**config.mk**
```make
export PLATFORM = sky130hd
export DESIGN_NAME = rdbf_formatter
export DESIGN_NICKNAME = d
export VERILOG_FILES = /design/src/common/rdbf_pkg.sv /design/src/core/rdbf_formatter.sv
export SDC_FILE = /design/constraint.sdc
export NUM_CORES = 1
export LEC_CHECK = 0
export BUFFER_PORTS_ARGS = -buffer_cell sky130_fd_sc_hd__buf_2
export CAP_MARGIN = 20
export CORE_UTILIZATION = 30
export CTS_CLUSTER_DIAMETER = 60
export DETAILED_ROUTE_END_ITERATION = 16
export PLACE_DENSITY_LB_ADDON = 0.05
export SYNTH_ARGS = -nofsm -noshare
export SYNTH_HDL_FRONTEND = slang
export SYNTH_SLANG_ARGS = --single-unit
export TNS_END_PERCENT = 20
```
**constraint.sdc**
```tcl
create_clock -name CLK_SYS -period 5.2 [get_ports CLK_SYS]
set_input_delay 0.52 -clock CLK_SYS [delete_from_list [all_inputs] [get_ports CLK_SYS]]
set_output_delay 0.52 -clock CLK_SYS [all_outputs]
set_load 0.05 [all_outputs]
```
**src/common/rdbf_pkg.sv**
```systemverilog
// Purpose: constants and types shared by the radiometer data block formatter
// Assumes: one 40 MHz system clock
// Notes: block layout, bit timing and calibration timing live here
package rdbf_pkg;

  // ----------------------------------------------------------------
  // clock and serial timing
  // ----------------------------------------------------------------
  localparam int unsigned CLK_HZ = 40_000_000;
  localparam int unsigned BIT_RATE_BPS = 40_000;
  localparam int unsigned BIT_CYC = CLK_HZ / BIT_RATE_BPS;
  localparam int unsigned BIT_CNT_W = 10;

  // ----------------------------------------------------------------
  // block layout
  // ----------------------------------------------------------------
  localparam int unsigned WORD_BITS = 16;
  localparam int unsigned SAMPLE_BITS = 13;
  localparam int unsigned SAMPLE_LEVELS = 8192;
  localparam int unsigned BLOCK_WORDS = 250;
  localparam logic [7:0] IDX_SYNC0 = 8'h00;
  localparam logic [7:0] IDX_SYNC1 = 8'h01;
  localparam logic [7:0] IDX_HEADER = 8'h02;
  localparam logic [7:0] IDX_SCAN_POS = 8'h03;
  localparam logic [7:0] IDX_ATTITUDE = 8'h04;
  localparam logic [7:0] IDX_SCAN_CTL = 8'h05;
  localparam logic [7:0] IDX_TLM = 8'h06;
  localparam logic [7:0] IDX_LAST = 8'hf9;
  localparam logic [15:0] SYNC_WORD0 = 16'hfaf3;
  localparam logic [15:0] SYNC_WORD1 = 16'h20c4;
  localparam logic [15:0] FILL_WORD = 16'h0000;
  localparam logic [3:0] BIT_MSB = 4'hf;

  // ----------------------------------------------------------------
  // frame schedule and calibration
  // ----------------------------------------------------------------
  localparam logic [15:0] FRAME_BLOCKS = 16'h0258;
  localparam logic [15:0] SPACE_LOOK_BLK = 16'h0000;
  localparam int unsigned SPACE_LOOK_MS = 200;
  localparam int unsigned SPACE_LOOK_CYC = (CLK_HZ / 1000) * SPACE_LOOK_MS;
  localparam int unsigned CAL_LEVELS = 16;
  localparam int unsigned CAL_DWELL_CYC = SPACE_LOOK_CYC / CAL_LEVELS;
  localparam logic [3:0] CAL_LAST_LVL = 4'hf;
  localparam logic [9:0] CAL_STEP = 10'h040;
  localparam logic [9:0] CAL_IDLE_CODE = 10'h000;

  // ----------------------------------------------------------------
  // buffering
  // ----------------------------------------------------------------
  localparam int unsigned FIFO_DEPTH = 8;

  // ----------------------------------------------------------------
  // types
  // ----------------------------------------------------------------
  typedef struct packed {
    logic [15:0] tlm;
    logic [15:0] scan_pos;
    logic [15:0] attitude;
    logic [15:0] scan_ctl;
  } rdbf_aux_t;

  typedef enum logic [1:0] {
    FMT_IDLE = 2'b00,
    FMT_RUN = 2'b01
  } rdbf_fmt_state_t;

  typedef enum logic [1:0] {
    CAL_OFF = 2'b00,
    CAL_RUN = 2'b01
  } rdbf_cal_state_t;

endpackage : rdbf_pkg

```
**src/core/rdbf_formatter.sv**
```systemverilog
// Purpose: data block formatter with sample buffer and calibration sequencer
// Assumes: samples and aux words come from logic on CLK_SYS; FW_REV is a pin
// Notes: one block per revolution pulse, 250 words unless the next pulse restarts it; serial msb first
`timescale 1ns/1ps

// ------------------------------------------------------------------
// sample buffer
// ------------------------------------------------------------------
module rdbf_fifo #(
  parameter int unsigned W = 13,
  parameter int unsigned D = 8
) (
  input wire logic clk,
  input wire logic arst_n,
  input wire logic in_valid,
  output logic in_ready,
  input wire logic [W-1:0] in_data,
  output logic out_valid,
  input wire logic out_ready,
  output logic [W-1:0] out_data
);
  localparam int unsigned AW = $clog2(D);
  logic [W-1:0] mem_r [D];
  logic [AW-1:0] wr_r;
  logic [AW-1:0] rd_r;
  logic [AW:0] cnt_r;
  logic [AW:0] cnt_nxt;
  logic in_rdy_r;
  wire push = in_valid && in_rdy_r;
  wire pop = out_ready && (cnt_r != '0);

  assign cnt_nxt = cnt_r + (AW+1)'(push) - (AW+1)'(pop);
  assign in_ready = in_rdy_r;
  assign out_valid = (cnt_r != '0);
  assign out_data = mem_r[rd_r];

  always_ff @(posedge clk or negedge arst_n) begin
    if (!arst_n) begin
      wr_r <= '0;
      rd_r <= '0;
      cnt_r <= '0;
      in_rdy_r <= 1'b0;
    end else begin
      if (push) begin
        wr_r <= (wr_r == AW'(D-1)) ? '0 : wr_r + 1'b1;
      end
      if (pop) begin
        rd_r <= (rd_r == AW'(D-1)) ? '0 : rd_r + 1'b1;
      end
      cnt_r <= cnt_nxt;
      in_rdy_r <= (cnt_nxt != (AW+1)'(D));
    end
  end

  always_ff @(posedge clk) begin
    if (push) begin
      mem_r[wr_r] <= in_data;
    end
  end
endmodule : rdbf_fifo

// ------------------------------------------------------------------
// formatter top
// ------------------------------------------------------------------
module rdbf_formatter import rdbf_pkg::*; #(
  parameter int unsigned CAL_DWELL = CAL_DWELL_CYC
) (
  input wire logic CLK_SYS,
  input wire logic ARST_N,
  input wire logic FW_REV,
  input wire logic SAMPLE_STB,
  input wire logic [SAMPLE_BITS-1:0] SAMPLE_CODE,
  output logic SAMPLE_READY,
  input wire rdbf_aux_t AUX_WORDS,
  output logic SER_DATA,
  output logic SER_BIT_TICK,
  output logic SER_GATE,
  output logic [9:0] CAL_CODE,
  output logic CAL_ACTIVE
);

  // ----------------------------------------------------------------
  // revolution pulse synchroniser
  // ----------------------------------------------------------------
  logic rev_s1_r;
  logic rev_s2_r;
  logic rev_s3_r;
  logic rev_lvl_r;
  wire rev_agree = (rev_s2_r == rev_s3_r);
  wire rev_evt = rev_agree && rev_s2_r && !rev_lvl_r;

  always_ff @(posedge CLK_SYS or negedge ARST_N) begin
    if (!ARST_N) begin
      rev_s1_r <= 1'b0;
      rev_s2_r <= 1'b0;
      rev_s3_r <= 1'b0;
      rev_lvl_r <= 1'b0;
    end else begin
      rev_s1_r <= FW_REV;
      rev_s2_r <= rev_s1_r;
      rev_s3_r <= rev_s2_r;
      if (rev_agree) begin
        rev_lvl_r <= rev_s2_r;
      end
    end
  end

  // ----------------------------------------------------------------
  // sample buffer on the shared bus
  // ----------------------------------------------------------------
  logic fifo_valid;
  logic [SAMPLE_BITS-1:0] fifo_code;
  logic fifo_pop;

  rdbf_fifo #(.W(SAMPLE_BITS), .D(FIFO_DEPTH)) u_buf (
    .clk(CLK_SYS),
    .arst_n(ARST_N),
    .in_valid(SAMPLE_STB),
    .in_ready(SAMPLE_READY),
    .in_data(SAMPLE_CODE),
    .out_valid(fifo_valid),
    .out_ready(fifo_pop),
    .out_data(fifo_code)
  );

  // ----------------------------------------------------------------
  // bit, word and block timing
  // ----------------------------------------------------------------
  rdbf_fmt_state_t fmt_r;
  logic [BIT_CNT_W-1:0] bit_cyc_r;
  logic [3:0] bit_idx_r;
  logic [7:0] word_idx_r;
  logic [15:0] blk_r;
  logic [15:0] shift_r;
  logic ser_r;
  logic tick_r;

  wire running = (fmt_r == FMT_RUN);
  wire bit_evt = running && (bit_cyc_r == BIT_CNT_W'(BIT_CYC - 1));
  wire word_end = bit_evt && (bit_idx_r == BIT_MSB);
  wire block_end = word_end && (word_idx_r == IDX_LAST);
  wire word_load = rev_evt || (word_end && !block_end);
  wire [7:0] load_idx = rev_evt ? IDX_SYNC0 : word_idx_r + 8'h01;
  wire [15:0] blk_nxt = (blk_r == FRAME_BLOCKS - 16'h0001) ? 16'h0000 : blk_r + 16'h0001;

  // ----------------------------------------------------------------
  // fixed layout word select
  // ----------------------------------------------------------------
  function automatic logic is_sample_slot(input logic [7:0] idx);
    return idx > IDX_TLM;
  endfunction : is_sample_slot

  logic cal_on;
  wire load_sample = is_sample_slot(load_idx);
  // blk_r already holds this block's number once the header slot loads
  wire [15:0] header_word = {cal_on, blk_r[14:0]};
  wire [15:0] sample_word = fifo_valid ? {3'b000, fifo_code} : FILL_WORD;
  wire [15:0] word_sel =
    (load_idx == IDX_SYNC0) ? SYNC_WORD0 :
    (load_idx == IDX_SYNC1) ? SYNC_WORD1 :
    (load_idx == IDX_HEADER) ? header_word :
    (load_idx == IDX_SCAN_POS) ? AUX_WORDS.scan_pos :
    (load_idx == IDX_ATTITUDE) ? AUX_WORDS.attitude :
    (load_idx == IDX_SCAN_CTL) ? AUX_WORDS.scan_ctl :
    (load_idx == IDX_TLM) ? AUX_WORDS.tlm : sample_word;

  assign fifo_pop = word_load && load_sample;

  always_ff @(posedge CLK_SYS or negedge ARST_N) begin
    if (!ARST_N) begin
      fmt_r <= FMT_IDLE;
      bit_cyc_r <= '0;
      bit_idx_r <= '0;
      word_idx_r <= '0;
      blk_r <= FRAME_BLOCKS - 16'h0001;
    end else begin
      case (fmt_r)
        FMT_IDLE: begin
          if (rev_evt) begin
            fmt_r <= FMT_RUN;
          end
        end
        FMT_RUN: begin
          if (block_end && !rev_evt) begin
            fmt_r <= FMT_IDLE;
          end
        end
        default: fmt_r <= FMT_IDLE;
      endcase
      if (rev_evt) begin
        blk_r <= blk_nxt;
      end
      if (rev_evt || bit_evt) begin
        bit_cyc_r <= '0;
      end else if (running) begin
        bit_cyc_r <= bit_cyc_r + 1'b1;
      end
      if (word_load) begin
        bit_idx_r <= '0;
        word_idx_r <= load_idx;
      end else if (bit_evt) begin
        bit_idx_r <= bit_idx_r + 1'b1;
      end
    end
  end

  // ----------------------------------------------------------------
  // serialiser, msb first
  // ----------------------------------------------------------------
  always_ff @(posedge CLK_SYS or negedge ARST_N) begin
    if (!ARST_N) begin
      shift_r <= '0;
      ser_r <= 1'b0;
      tick_r <= 1'b0;
    end else begin
      tick_r <= word_load || (bit_evt && !block_end);
      if (word_load) begin
        shift_r <= word_sel;
        ser_r <= word_sel[15];
      end else if (bit_evt && !block_end) begin
        shift_r <= {shift_r[14:0], 1'b0};
        ser_r <= shift_r[14];
      end else if (block_end) begin
        ser_r <= 1'b0;
      end
    end
  end

  assign SER_DATA = ser_r;
  assign SER_BIT_TICK = tick_r;
  assign SER_GATE = (fmt_r == FMT_RUN);

  // ----------------------------------------------------------------
  // calibration sequencer
  // ----------------------------------------------------------------
  rdbf_cal_state_t cal_r;
  logic [3:0] lvl_r;
  logic [23:0] dwell_r;
  logic [9:0] code_r;
  // number of the block being opened, so the first block after reset is 0
  wire cal_go = rev_evt && (blk_nxt == SPACE_LOOK_BLK);
  wire dwell_end = (cal_r == CAL_RUN) && (dwell_r == 24'(CAL_DWELL - 1));
  wire cal_last = dwell_end && (lvl_r == CAL_LAST_LVL);

  function automatic logic [9:0] lvl_code(input logic [3:0] lvl);
    return 10'(lvl * CAL_STEP);
  endfunction : lvl_code

  assign cal_on = (cal_r == CAL_RUN) && !cal_last;

  always_ff @(posedge CLK_SYS or negedge ARST_N) begin
    if (!ARST_N) begin
      cal_r <= CAL_OFF;
      lvl_r <= '0;
      dwell_r <= '0;
      code_r <= CAL_IDLE_CODE;
    end else begin
      case (cal_r)
        CAL_OFF: begin
          if (cal_go) begin
            cal_r <= CAL_RUN;
            lvl_r <= '0;
            dwell_r <= '0;
            code_r <= lvl_code(4'h0);
          end
        end
        CAL_RUN: begin
          if (cal_last) begin
            cal_r <= CAL_OFF;
            code_r <= CAL_IDLE_CODE;
          end else if (dwell_end) begin
            dwell_r <= '0;
            lvl_r <= lvl_r + 1'b1;
            code_r <= lvl_code(lvl_r + 1'b1);
          end else begin
            dwell_r <= dwell_r + 1'b1;
          end
        end
        default: cal_r <= CAL_OFF;
      endcase
    end
  end

  assign CAL_CODE = code_r;
  assign CAL_ACTIVE = (cal_r == CAL_RUN);

  // ----------------------------------------------------------------
  // checks
  // ----------------------------------------------------------------
  logic [BIT_CNT_W-1:0] gap_r;
  logic [8:0] words_r;

  always_ff @(posedge CLK_SYS or negedge ARST_N) begin
    if (!ARST_N) begin
      gap_r <= '0;
      words_r <= '0;
    end else begin
      gap_r <= tick_r ? '0 : gap_r + 1'b1;
      if (rev_evt) begin
        words_r <= 9'h001;
      end else if (word_load) begin
        words_r <= words_r + 1'b1;
      end
    end
  end
endmodule : rdbf_formatter

```
* Yosys cells after proc, flatten, opt, wreduce, memory -nomap -nowiden
Memories as Yosys holds them, arrays and structs flattened.
Cells that the tools add are included.
W data, S select, Z words.
** Word-level totals
- Register bits after elaboration :: 112
- RAM bits :: 104
- Input port bits :: 81
- Output and inout port bits :: 15
- Logic and storage cells :: 135
- Memories :: 1
** Cells by class
- $add $sub $neg :: 10
- Magnitude comparators :: 1
- Equality and inequality tests :: 25
- Multiplexer cells :: 41
- Reductions and logical operators :: 37
** Memory list
- u_buf.mem_r :: depth 8, bits a word 13, rd ports 1, clocked after Yosys merged registers in 0, wr ports 1, RTL line rdbf_formatter.sv:23 : logic [W-1:0] mem_r [D];
** Operator list (count)
- $mux W16 :: 8
- $mux W24 :: 3
- $mux W10 :: 5
- $pmux W24 S2 :: 1
- $mux W15 :: 2
- $add A24 B1 Y24 const B :: 1
- $eq A24 B19 Y1 const B :: 1
- $eq A8 B3 Y1 const B :: 3
- $mux W4 :: 5
- $pmux W10 S2 :: 1
- $add A16 B1 Y16 const B :: 1
- $eq A16 B10 Y1 const B :: 1
- $eq A8 B2 Y1 const B :: 2
- $logic_not A16 Y1 :: 1
- $logic_and A1 B1 Y1 :: 15
- $mux W13 :: 1
- $add A10 B1 Y10 const B :: 1
- $eq A10 B10 Y1 const B :: 1
- $add A4 B1 Y4 const B :: 2
- $add A8 B1 Y8 const B :: 1
- $eq A4 B4 Y1 const B :: 2
- $eq A8 B1 Y1 const B :: 1
- $eq A8 B8 Y1 const B :: 1
- $gt A8 B3 Y1 const B :: 1
- other kinds (26) :: 53

* Longest topological paths before layout
Gate-level depths: netlist (run 1).
- Word-level depth :: 13
- Mapped depth :: 15
- Gate-level depth less buffers :: 14

* Modules after synthesis
From an unflattened synthesis (run 1), not the netlist that was laid out.
** Unflattened totals
- Cell total of the unflattened synthesis :: 931
- Area, all modules :: 10770.3 um2
** By module, submodules not included
- rdbf_formatter :: times used 1, cells each 718, area each 6120.9 um2, sequential area each 2334.7 um2
- rdbf_fifo :: times used 1, cells each 213, area each 4649.5 um2, sequential area each 3398.3 um2

* Worst setup path after synthesis (run 1)
OpenSTA, ideal clock, no wires.
- Path type :: register to register
- Start :: register fmt_r[0]
- End :: register u_buf.in_rdy_r (netlist: u_buf.in_ready)
- Library setup time :: 0.146 ns
- Arrival :: 3.765 ns
- Required time :: 5.054 ns
- Path slack :: 1.289 ns
- Stages on the path, launching flop included :: 15
- Buffers on the path :: 2
- Period minus slack after synthesis :: 3.911 ns
- Cells stage by stage :: dfrtp_1 > buf_2 > nand3_1 > or3_1 > clkbuf_1 > o21ai_1 > o211ai_1 > inv_1 > ha_1 > inv_1 > ha_1 > inv_1 > fa_1 > inv_1 > or4b_2
** Between the ends
- Word-level cells in the longest chain between the ends :: 11
** RTL lines
- start: declaration :: RTL line rdbf_formatter.sv:129 : rdbf_fmt_state_t fmt_r;
- start signal: assignment :: RTL line rdbf_formatter.sv:171 : fmt_r <= FMT_IDLE;
- start signal: assignment :: RTL line rdbf_formatter.sv:180 : fmt_r <= FMT_RUN;
- start signal: assignment :: RTL line rdbf_formatter.sv:185 : fmt_r <= FMT_IDLE;
- $eq A2 B1 Y1 (*) :: RTL line rdbf_formatter.sv:138 : wire running = (fmt_r == FMT_RUN);
- $logic_and A1 B1 Y1 (*) :: RTL line rdbf_formatter.sv:139 : wire bit_evt = running && (bit_cyc_r == BIT_CNT_W'(BIT_CYC - 1));
- $logic_and A1 B1 Y1 (*) :: RTL line rdbf_formatter.sv:140 : wire word_end = bit_evt && (bit_idx_r == BIT_MSB);
- $logic_and A1 B1 Y1 :: RTL line rdbf_formatter.sv:141 : wire block_end = word_end && (word_idx_r == IDX_LAST);
- $logic_not A1 Y1 :: RTL line rdbf_formatter.sv:142 : wire word_load = rev_evt || (word_end && !block_end);
- $logic_and A1 B1 Y1 (*) :: RTL line rdbf_formatter.sv:142
- $logic_or A1 B1 Y1 (*) :: RTL line rdbf_formatter.sv:142
- $logic_and A1 B1 Y1 (*) :: RTL line rdbf_formatter.sv:167 : assign fifo_pop = word_load && load_sample;
- $logic_and A1 B1 Y1 (*) :: RTL line rdbf_formatter.sv:30 : wire pop = out_ready && (cnt_r != '0);
- via u_buf.pop :: RTL line rdbf_formatter.sv:30
- $sub A4 B1 Y4 (*) :: RTL line rdbf_formatter.sv:32 : assign cnt_nxt = cnt_r + (AW+1)'(push) - (AW+1)'(pop);
- via u_buf.cnt_nxt[1] :: RTL line rdbf_formatter.sv:27 : logic [AW:0] cnt_nxt;
- $ne A4 B4 Y1 (*) :: RTL line rdbf_formatter.sv:51 : in_rdy_r <= (cnt_nxt != (AW+1)'(D));
- end signal: assignment :: RTL line rdbf_formatter.sv:51
- end: declaration :: RTL line rdbf_formatter.sv:28 : logic in_rdy_r;
The timed path passes the listed nets; every way through them passes the cells marked *.
A chain may end at the register's enable or synchronous reset.

* Worst setup path in the final report (run 1)
- Start :: register word_idx_r[1]
- End :: register u_buf.in_rdy_r (netlist: u_buf.in_ready)
** Between the ends
- Word-level cells in the longest chain between the ends :: 9
- Elaborated cells on any way between the ends :: 12
- Those cells by class :: add/sub (2); order compare (1); eq/ne (2); mux (1); reduce/logical (6)
** RTL lines
- start: declaration :: RTL line rdbf_formatter.sv:132 : logic [7:0] word_idx_r;
- start signal: assignment :: RTL line rdbf_formatter.sv:200 : word_idx_r <= load_idx;
- branches (longest 5 deep; another with $add A8 B1 Y8)
- $logic_and A1 B1 Y1 (*) :: RTL line rdbf_formatter.sv:167
- $logic_and A1 B1 Y1 (*) :: RTL line rdbf_formatter.sv:30
- via u_buf.pop :: RTL line rdbf_formatter.sv:30
- $sub A4 B1 Y4 (*) :: RTL line rdbf_formatter.sv:32
- via u_buf.cnt_nxt[1] :: RTL line rdbf_formatter.sv:27
- $ne A4 B4 Y1 (*) :: RTL line rdbf_formatter.sv:51
Mark *: on every way through the listed nets, which the timed path passes.

==> results of run 1 <==
==> state kept, by name (all words and copies together), names as in the netlist, 4 cells and up <==
signal	cells
shift_r	15
word_idx_r	8
lvl_r	4
CAL_CODE	4
blk_r	16
bit_cyc_r	10
bit_idx_r	4
dwell_r	24
u_buf.cnt_r	4
u_buf.mem_r	104
==> cell usage after synthesis (4+ instances only) <==
| cell type | instances |
|---|---|
| a21o_1 | 9 |
| a31oi_1 | 14 |
| and3_1 | 14 |
| o21ai_0 | 36 |
| mux2i_1 | 17 |
| xor2_1 | 19 |
| nand2b_1 | 10 |
| buf_4 | 9 |
| nand3_1 | 39 |
| o221a_2 | 7 |
| o22ai_1 | 7 |
| or2_2 | 5 |
| nand4_1 | 12 |
| or4_1 | 8 |
| nor4b_1 | 5 |
| a21boi_0 | 6 |
| dfrtp_1 | 98 |
| a22oi_1 | 7 |
| mux2_2 | 13 |
| nor4_1 | 10 |
| a211oi_1 | 11 |
| nor2_1 | 65 |
| dfstp_2 | 6 |
| xnor2_1 | 21 |
| nor3b_1 | 5 |
| buf_2 | 21 |
| o31ai_1 | 6 |
| nor3_1 | 36 |
| nand2_1 | 96 |
| ha_1 | 17 |
| a22o_1 | 4 |
| inv_1 | 32 |
| and2_1 | 4 |
| clkbuf_1 | 27 |
| a21oi_1 | 24 |
| a211o_1 | 10 |
| nor2b_1 | 11 |
| and4_1 | 5 |
| o211ai_1 | 6 |
| edfxtp_1 | 104 |
| mux4_2 | 26 |
==> layout make-up <==
| class | instances | area share, % |
|---|---|---|
| Sequential cell | 208 | 45.26 |
| Clock buffer | 39 | 6.193 |
| Inverter | 32 | 0.9481 |
| Multi-Input combinational cell | 649 | 36.83 |
| Clock inverter | 16 | 1.491 |
| Timing Repair Buffer | 110 | 4.780 |
| Tap cell | 455 | 4.494 |
==> power groups by stage <==
stage / Combinational (uW) / Sequential (uW) / Clock, uW
2_1_floorplan: 538 / 2120 / 0
3_3_place_gp: 820 / 2170 / 0
3_5_place_dp: 817 / 2170 / 0
4_1_cts: 819 / 2140 / 2050
5_1_grt: 905 / 2160 / 2130
6_report: 798 / 2140 / 1990
==> worst max-delay path by stage <==
stage / start / endpoint / slack [ps] / cells after the start
4_1_cts: word_idx_r[1] / u_buf.in_ready / 890 / 14
3_3_place_gp: word_idx_r[1] / u_buf.in_ready / 930 / 14
2_1_floorplan: fmt_r[0] / u_buf.in_ready / 1290 / 14
3_5_place_dp: word_idx_r[1] / u_buf.in_ready / 900 / 14
5_1_grt: word_idx_r[1] / u_buf.in_ready / 440 / 14
6_report: word_idx_r[1] / u_buf.in_ready / 840 / 14
==> cell families after synthesis <==
group,synth area share (%)
multiplexers,8.385
AND/OR/NAND/NOR,16.97
other,0.03485
flip-flops,53.29
adder cells (fa/ha/maj),2.163
AO/OA/AOI/OAI,12.06
buffers and inverters,3.849
XOR/XNOR,3.256
==> layer usage <==
metal  track usage, %  vias to the layer above  wire (um)
met3            2.827                       32       1348
met2            29.81                      166      15340
met4            3.266                        0        434
met1            24.47                     3826      14600
li1                 -                     3716          -
met5                0                        -          0
==> through the flow <==
| step | setup WS, ps | total power, uW |
|---|---|---|
| 6_report | 842.2 | 4925 |
| 5_1_grt | 442.5 | 5195 |
| 4_1_cts | 886.2 | 5007 |
| 2_1_floorplan | 1289 | 2654 |
| 3_5_place_dp | 896.2 | 2983 |
| 3_3_place_gp | 929.9 | 2989 |
==> worst max-delay path, cell delays in order (launching register included) <==
cell and delay, ps:
dfrtp_1 400, ha_1 290, nand2_1 140, nor4_1 440, or4_1 350, nand2_1 240, o211ai_1 520, inv_1 90
ha_1 300, inv_1 50, ha_1 150, inv_1 50, fa_1 480, inv_1 50, or4b_2 660
==> impl_results.md, run 1 <==
* Status: completed
* Largest cells by area after synthesis: edfxtp_1 (29%), dfrtp_1 (23%), mux4_2 (5.4%)
* FILL cells at ~3500
* Placed Area at approximately 0.012 mm^2
* Most common cell after layout, fill and taps aside: edfxtp_1
* Non-filler cells, final at between 1500 and 2000
* Grt ovf at 0
* Post-CTS setup buffer count at 0
* PostCTS Resize Cnt at 0
* Number of global-route vias before repair at 7777
* CTS tree: built
* Fin crit share at around 84%
* Crit path DAT at 4780 ps
* Power Dens Cells at 388.7 mW/mm^2
* H-tree lvl count at 1
* Leakage power at approximately 0.005 uW
* #FFs+latches synth at approximately 210
* CP max FO at 9
* CP Capture Type: flip-flop
* R2R cell count at 14
* Final ANT Viol Nets at 0
* Post-synthesis cell count at ~940
* Final instance area at between 0.01 and 0.015 mm^2
* Ys Warns at 0
* Final TNS setup at 0 ps
* Final core utilization at 36.32%
* Crit path launch type: flip-flop
* FF-to-FF Start: word_idx_r[1]
* CTS root buffer: clkbuf_16
* Via density at approximately 5.1
* Yosys cell types at 85
* Hold Vio Cnt, Final at 0
* Num CTS Buffers at 30
* Sw frac at 28.93%
* Dpl cells at 1454
* NetSw at roughly 1400 uW
* Clock latency on the worst-skew pair at roughly 560 ps
* WHS at between 20 and 25 ps
* FF-to-FF setup slack at between 800 and 900 ps
* Flop pwr share at between 40% and 50%
* Die height at between 150 and 200 um
* Largest net degree at the start of global routing at 57
* Setup CP Type: reg -> reg
* Tmin final at around 4400 ps
* Least-Margin Pin Slew at between 1000 and 1500 ps
* Drt first pass iters at 5
* Full die area at 0.03662 mm^2
* Net count reported at finish at 1130
* Setup Viol. Count Final at 0
* Highest Clock Rate at about 230 MHz
* # Max-Cap Violations at 0
* Ratio of cells with drive above 1 in the final layout at about 22%
* Clock Pin Slew Worst Setup and Hold Paths at 60 ps
* FF-to-FF End: u_buf.in_ready
* GR Util All Layers at 17.84%
* Post-DP HPWL at ~22000 um
* Global placer's final weighted congestion at 0.8453
* Multi-input logic area at around 0.0047 mm^2
* Initial DRC Count at 468
* Area fraction of the dominant cell type after synthesis at 29.03%
* Overall routed net length at about 32000 um
* Post-synth top area cell: edfxtp_1
* Core Region at 0.03488 mm^2
* Post-detailed-route DRC marker count at 0
* I/O pin cnt at between 90 and 100
* Sequential area share after synthesis at between 50 and 60%
* Hold crit path type: in -> async
* Slew Viols, Final at 0
* Number of synthesized flops with an enable pin at between 100 and 150
* Die Width at approximately 190 um
* Layout area overhead at 17.75%
* Clock sinks at 208
* # diodes at 0
* Most frequent cells in the layout: edfxtp_1 (104), dfrtp_1 (97), nand2_1 (96)
* Synthesized area at between 0.01 and 0.015 mm^2
* Vias at a little under 8000
* Initial antenna violation count at 0
* Mean Syn Cell Area at roughly 11 um^2
* Peak supply drop at around 0.24 mV
* Ys async rst share at roughly half
* WP data required at approximately 5600 ps
* First-pass GRT wire length at 48960 um
* Rel. slew slack at between 20% and 30%
* CTS Hold Buffers Added at 0
* Logic pwr share at around 16%
* Num rows at between 60 and 70
* RSZ-0062 raised after global routing: false
* Skew final at between 10 and 15 ps
* Ys flop type: edfxtp_1
* Clk buf depth at 3
* Buffers on Ports at 89
* P_int at 3500 uW
* FF+latch area at ~0.0057 mm^2
* Clock power frac at 40.4%
* DR WL/cell at around 21 um
* Initial Util at 30.84%
Power figures use the tool's default switching activity.
==> inputs of run 2 (changes only) <==
--- a/config.mk
+++ b/config.mk
@@ -5,6 +5,7 @@
 export SDC_FILE = /design/constraint.sdc
 export NUM_CORES = 1
 export LEC_CHECK = 0
+export ABC_AREA = 1
 export BUFFER_PORTS_ARGS = -buffer_cell sky130_fd_sc_hd__buf_2
 export CAP_MARGIN = 20
 export CORE_UTILIZATION = 30
==> constraint.sdc (replaced) <==
create_clock -name CLK_SYS -period 4.45 [get_ports CLK_SYS]
set_input_delay 0.445 -clock CLK_SYS [delete_from_list [all_inputs] [get_ports CLK_SYS]]
set_output_delay 0.445 -clock CLK_SYS [all_outputs]
set_load 0.05 [all_outputs]
==> impl_results.md, run 2 <==
* Leakage power at 0.005580 uW (was 0.004895 uW)
* Core Region at 0.03661 mm^2 (was 0.03488 mm^2)
* Hold Vio Cnt, Final at 0 (unchanged)
* Peak supply drop at 0.3335 mV (was 0.2445 mV)
* Clock Pin Slew Worst Setup and Hold Paths at 60 ps (about the same)
* Most frequent cells in the layout: nand2_1 (323), nor2_1 (143), o21ai_0 (141) (was edfxtp_1 (104), dfrtp_1 (97), nand2_1 (96))
* Dpl cells at 1847 (was 1454)
* Tmin final at 3635 ps (was 4358 ps)
* GR Util All Layers at 18.07% (was 17.84%)
* Final ANT Viol Nets at 0 (unchanged)
* Post-DP HPWL at 23560 um (was 22010 um)
* Initial Util at 30.43% (was 30.84%)
* DR WL/cell at 17.59 um (was 21.02 um)
* Setup CP Type: reg -> reg (unchanged)
* Worst setup margin at 814.6 ps (was 842.2 ps)
* Slew Viols, Final at 0 (unchanged)
* #FFs+latches synth at 208 (unchanged)
* Post-synth top area cell: edfxtp_1 (unchanged)
* Skew final at 41.66 ps (was 10.25 ps)
* Mean Syn Cell Area at 8.434 um^2 (was 11.40 um^2)
* FF-to-FF setup slack at 810 ps (was 840 ps)
* I/O pin cnt at 96 (unchanged)
* Die Width at 194.7 um (was 191.4 um)
* Clk buf depth at 3 (unchanged)
* Largest Register: u_buf.mem_r (unchanged)
* First-pass GRT wire length at 53060 um (was 48960 um)
* H-tree lvl count at 1 (unchanged)
* CP max FO at 25 (was 9)
* Post-synthesis cell count at 1321 (was 944)
* Final TNS setup at 0 ps (unchanged)
* Ratio of cells with drive above 1 in the final layout at 13.99% (was 22.30%)
* Setup Viol. Count Final at 0 (unchanged)
* Area fraction of the dominant cell type after synthesis at 28.03% (was 29.03%)
* Status: completed (unchanged)
* WP data required at 4910 ps (was 5630 ps)
* Largest cells by area after synthesis: edfxtp_1 (28%), dfrtp_1 (22%), nand2_1 (11%) (was edfxtp_1 (29%), dfrtp_1 (23%), mux4_2 (5.4%))
* Ys flop type: edfxtp_1 (unchanged)
* Least-Margin Pin Slew at 793.5 ps (was 1091 ps)
* Most common cell after layout, fill and taps aside: nand2_1 (was edfxtp_1)
* Post-CTS setup buffer count at 0 (unchanged)
* CTS root buffer: clkbuf_16 (unchanged)
* Highest Clock Rate at 275.1 MHz (was 229.5 MHz)
* Sequential area share after synthesis at 51.45% (was 53.29%)
* Initial DRC Count at 466 (was 468)
* Crit path DAT at 4100 ps (was 4780 ps)
* Number of synthesized flops with an enable pin at 104 (unchanged)
* Initial antenna violation count at 5 (was 0)
* Buffers on Ports at 89 (unchanged)
* Hold crit path type: in -> reg (was in -> async)
* Via density at 4.806 (was 5.129)
* Overall routed net length at 33430 um (was 31720 um)
* Clock sinks at 208 (unchanged)
* Net count reported at finish at 1510 (was 1130)
* # Max-Cap Violations at 0 (unchanged)
* Grt ovf at 0 (unchanged)
* Full die area at 0.03791 mm^2 (was 0.03662 mm^2)
* Yosys cell types at 45 (was 85)
* Number of global-route vias before repair at 9070 (was 7777)
* Fin crit share at 81.69% (was 83.80%)
* Synthesized area at 0.01114 mm^2 (was 0.01076 mm^2)
* Largest register FFs at 104 (unchanged)
* Layout area overhead at 16.57% (was 17.75%)
* Ys async rst share at 50.00% (unchanged)
* Global placer's final weighted congestion at 0.9041 (was 0.8453)
* PostCTS Resize Cnt at 0 (unchanged)
* CP Capture Type: flip-flop (unchanged)
* Rel. slew slack at 47.04% (was 26.75%)
* CTS tree: built (unchanged)
* Power Dens Cells at 586.2 mW/mm^2 (was 388.7 mW/mm^2)
* Num rows at 70 (was 68)
* Setup WS pre-CTS at 778.6 ps (was 896.2 ps)
* Num CTS Buffers at 28 (was 30)
* Die height at 194.7 um (was 191.4 um)
* Largest net degree at the start of global routing at 54 (was 57)
* Post-detailed-route DRC marker count at 0 (unchanged)
* Clock latency on the worst-skew pair at 580 ps (was 560 ps)
* Crit path launch type: flip-flop (unchanged)
* Top post-synthesis cells by count: nand2_1 (323), nor2_1 (143), o21ai_0 (141) (was edfxtp_1 (104), dfrtp_1 (98), nand2_1 (96))
* Drt first pass iters at 6 (was 5)
* RSZ-0062 raised after global routing: false (unchanged)
* Non-filler cells, final at 1900 (was 1509)
* Largest registers: u_buf.mem_r: 104 flops, dwell_r: 24 flops, blk_r: 16 flops (unchanged)
* Ys Warns at 0 (unchanged)
* Most common cell in the synthesized netlist: nand2_1 (was edfxtp_1)
* Vias at 9132 (was 7740)
[run 2: per-stage QoR]
step	area, um^2	hold slack (ps)	total power (uW)	utilization [%]
6_report	12990	143.3	7614	35.48
4_1_cts	12980	109.7	7754	35.46
3_5_place_dp	12050	341.9	5488	32.91
5_1_grt	12990	135.5	8243	35.48
3_3_place_gp	12050	343.1	5510	32.91
2_1_floorplan	11160	149.4	4574	-
[run 2: area by class of cell]
type	instances	area, um^2
multi-input combinational	939	4667
clock inverter	14	177.7
clock buffer	35	737.0
fill	3886	23620
sequential	208	5733
timing repair buffer	108	608.1
antenna	2	5.005
tap	468	585.6
inverter	126	475.5
[run 2: path summary, 6_finish.rpt]
check                                     to      startpoint  cells past startpoint
max                           u_buf.in_ready   word_idx_r[0]                     17
min                        u_buf.mem_r[2][8]  SAMPLE_CODE[8]                      1
max reg2reg                   u_buf.in_ready   word_idx_r[0]                     17
min reg2reg                         rev_s2_r        rev_s1_r                      0
max in group asynchronous           blk_r[1]          ARST_N                      3
min in group asynchronous       bit_cyc_r[7]          ARST_N                      2
[run 2: power breakdown]
group | switching, uW | total, uW | leakage [uW] | internal (uW)
Clock | 868 | 2210 | 0.000436 | 1350
Sequential | 187 | 2560 | 0.00228 | 2370
Combinational | 1980 | 2840 | 0.00287 | 858
[run 2: logic make-up after synthesis]
| family | synth area share [%] |
|---|---|
| and+or+nand+nor | 27.32 |
| AOI/OAI and AO/OA | 10.47 |
| DFF | 51.45 |
| buffers and inverters | 6.828 |
| xor gates and xnor gates | 1.808 |
| adders and majority gates | 2.089 |
| other | 0.03366 |
[run 2: routing by layer]
metal	track usage, %	share of wire [%]	vias to the layer above
met5	0	0.11	-
met3	2.811	3.4	52
met1	25.15	49	4290
met2	28.77	45	161
li1	-	-	4623
met4	5.556	2.8	6
[run 2: timing repair]
item,in CTS,in global routing
endpoints found under the setup margin,0,0
endpoints found under the hold margin,42,0
hold buffers,2,0
[run 2: worst max-delay path, stage by stage (launching register included)]
cell and delay (ps):
dfrtp_1 520, ha_1 240, nand2_2 80, o21bai_1 150
nand3_1 170, nand2_2 170, nor2_8 90, nand2_2 290
nand2_1 170, nor3_4 330, ha_1 280, inv_1 50
ha_1 150, inv_1 50, fa_1 470, inv_1 50
nor3_1 170, nand2_1 70
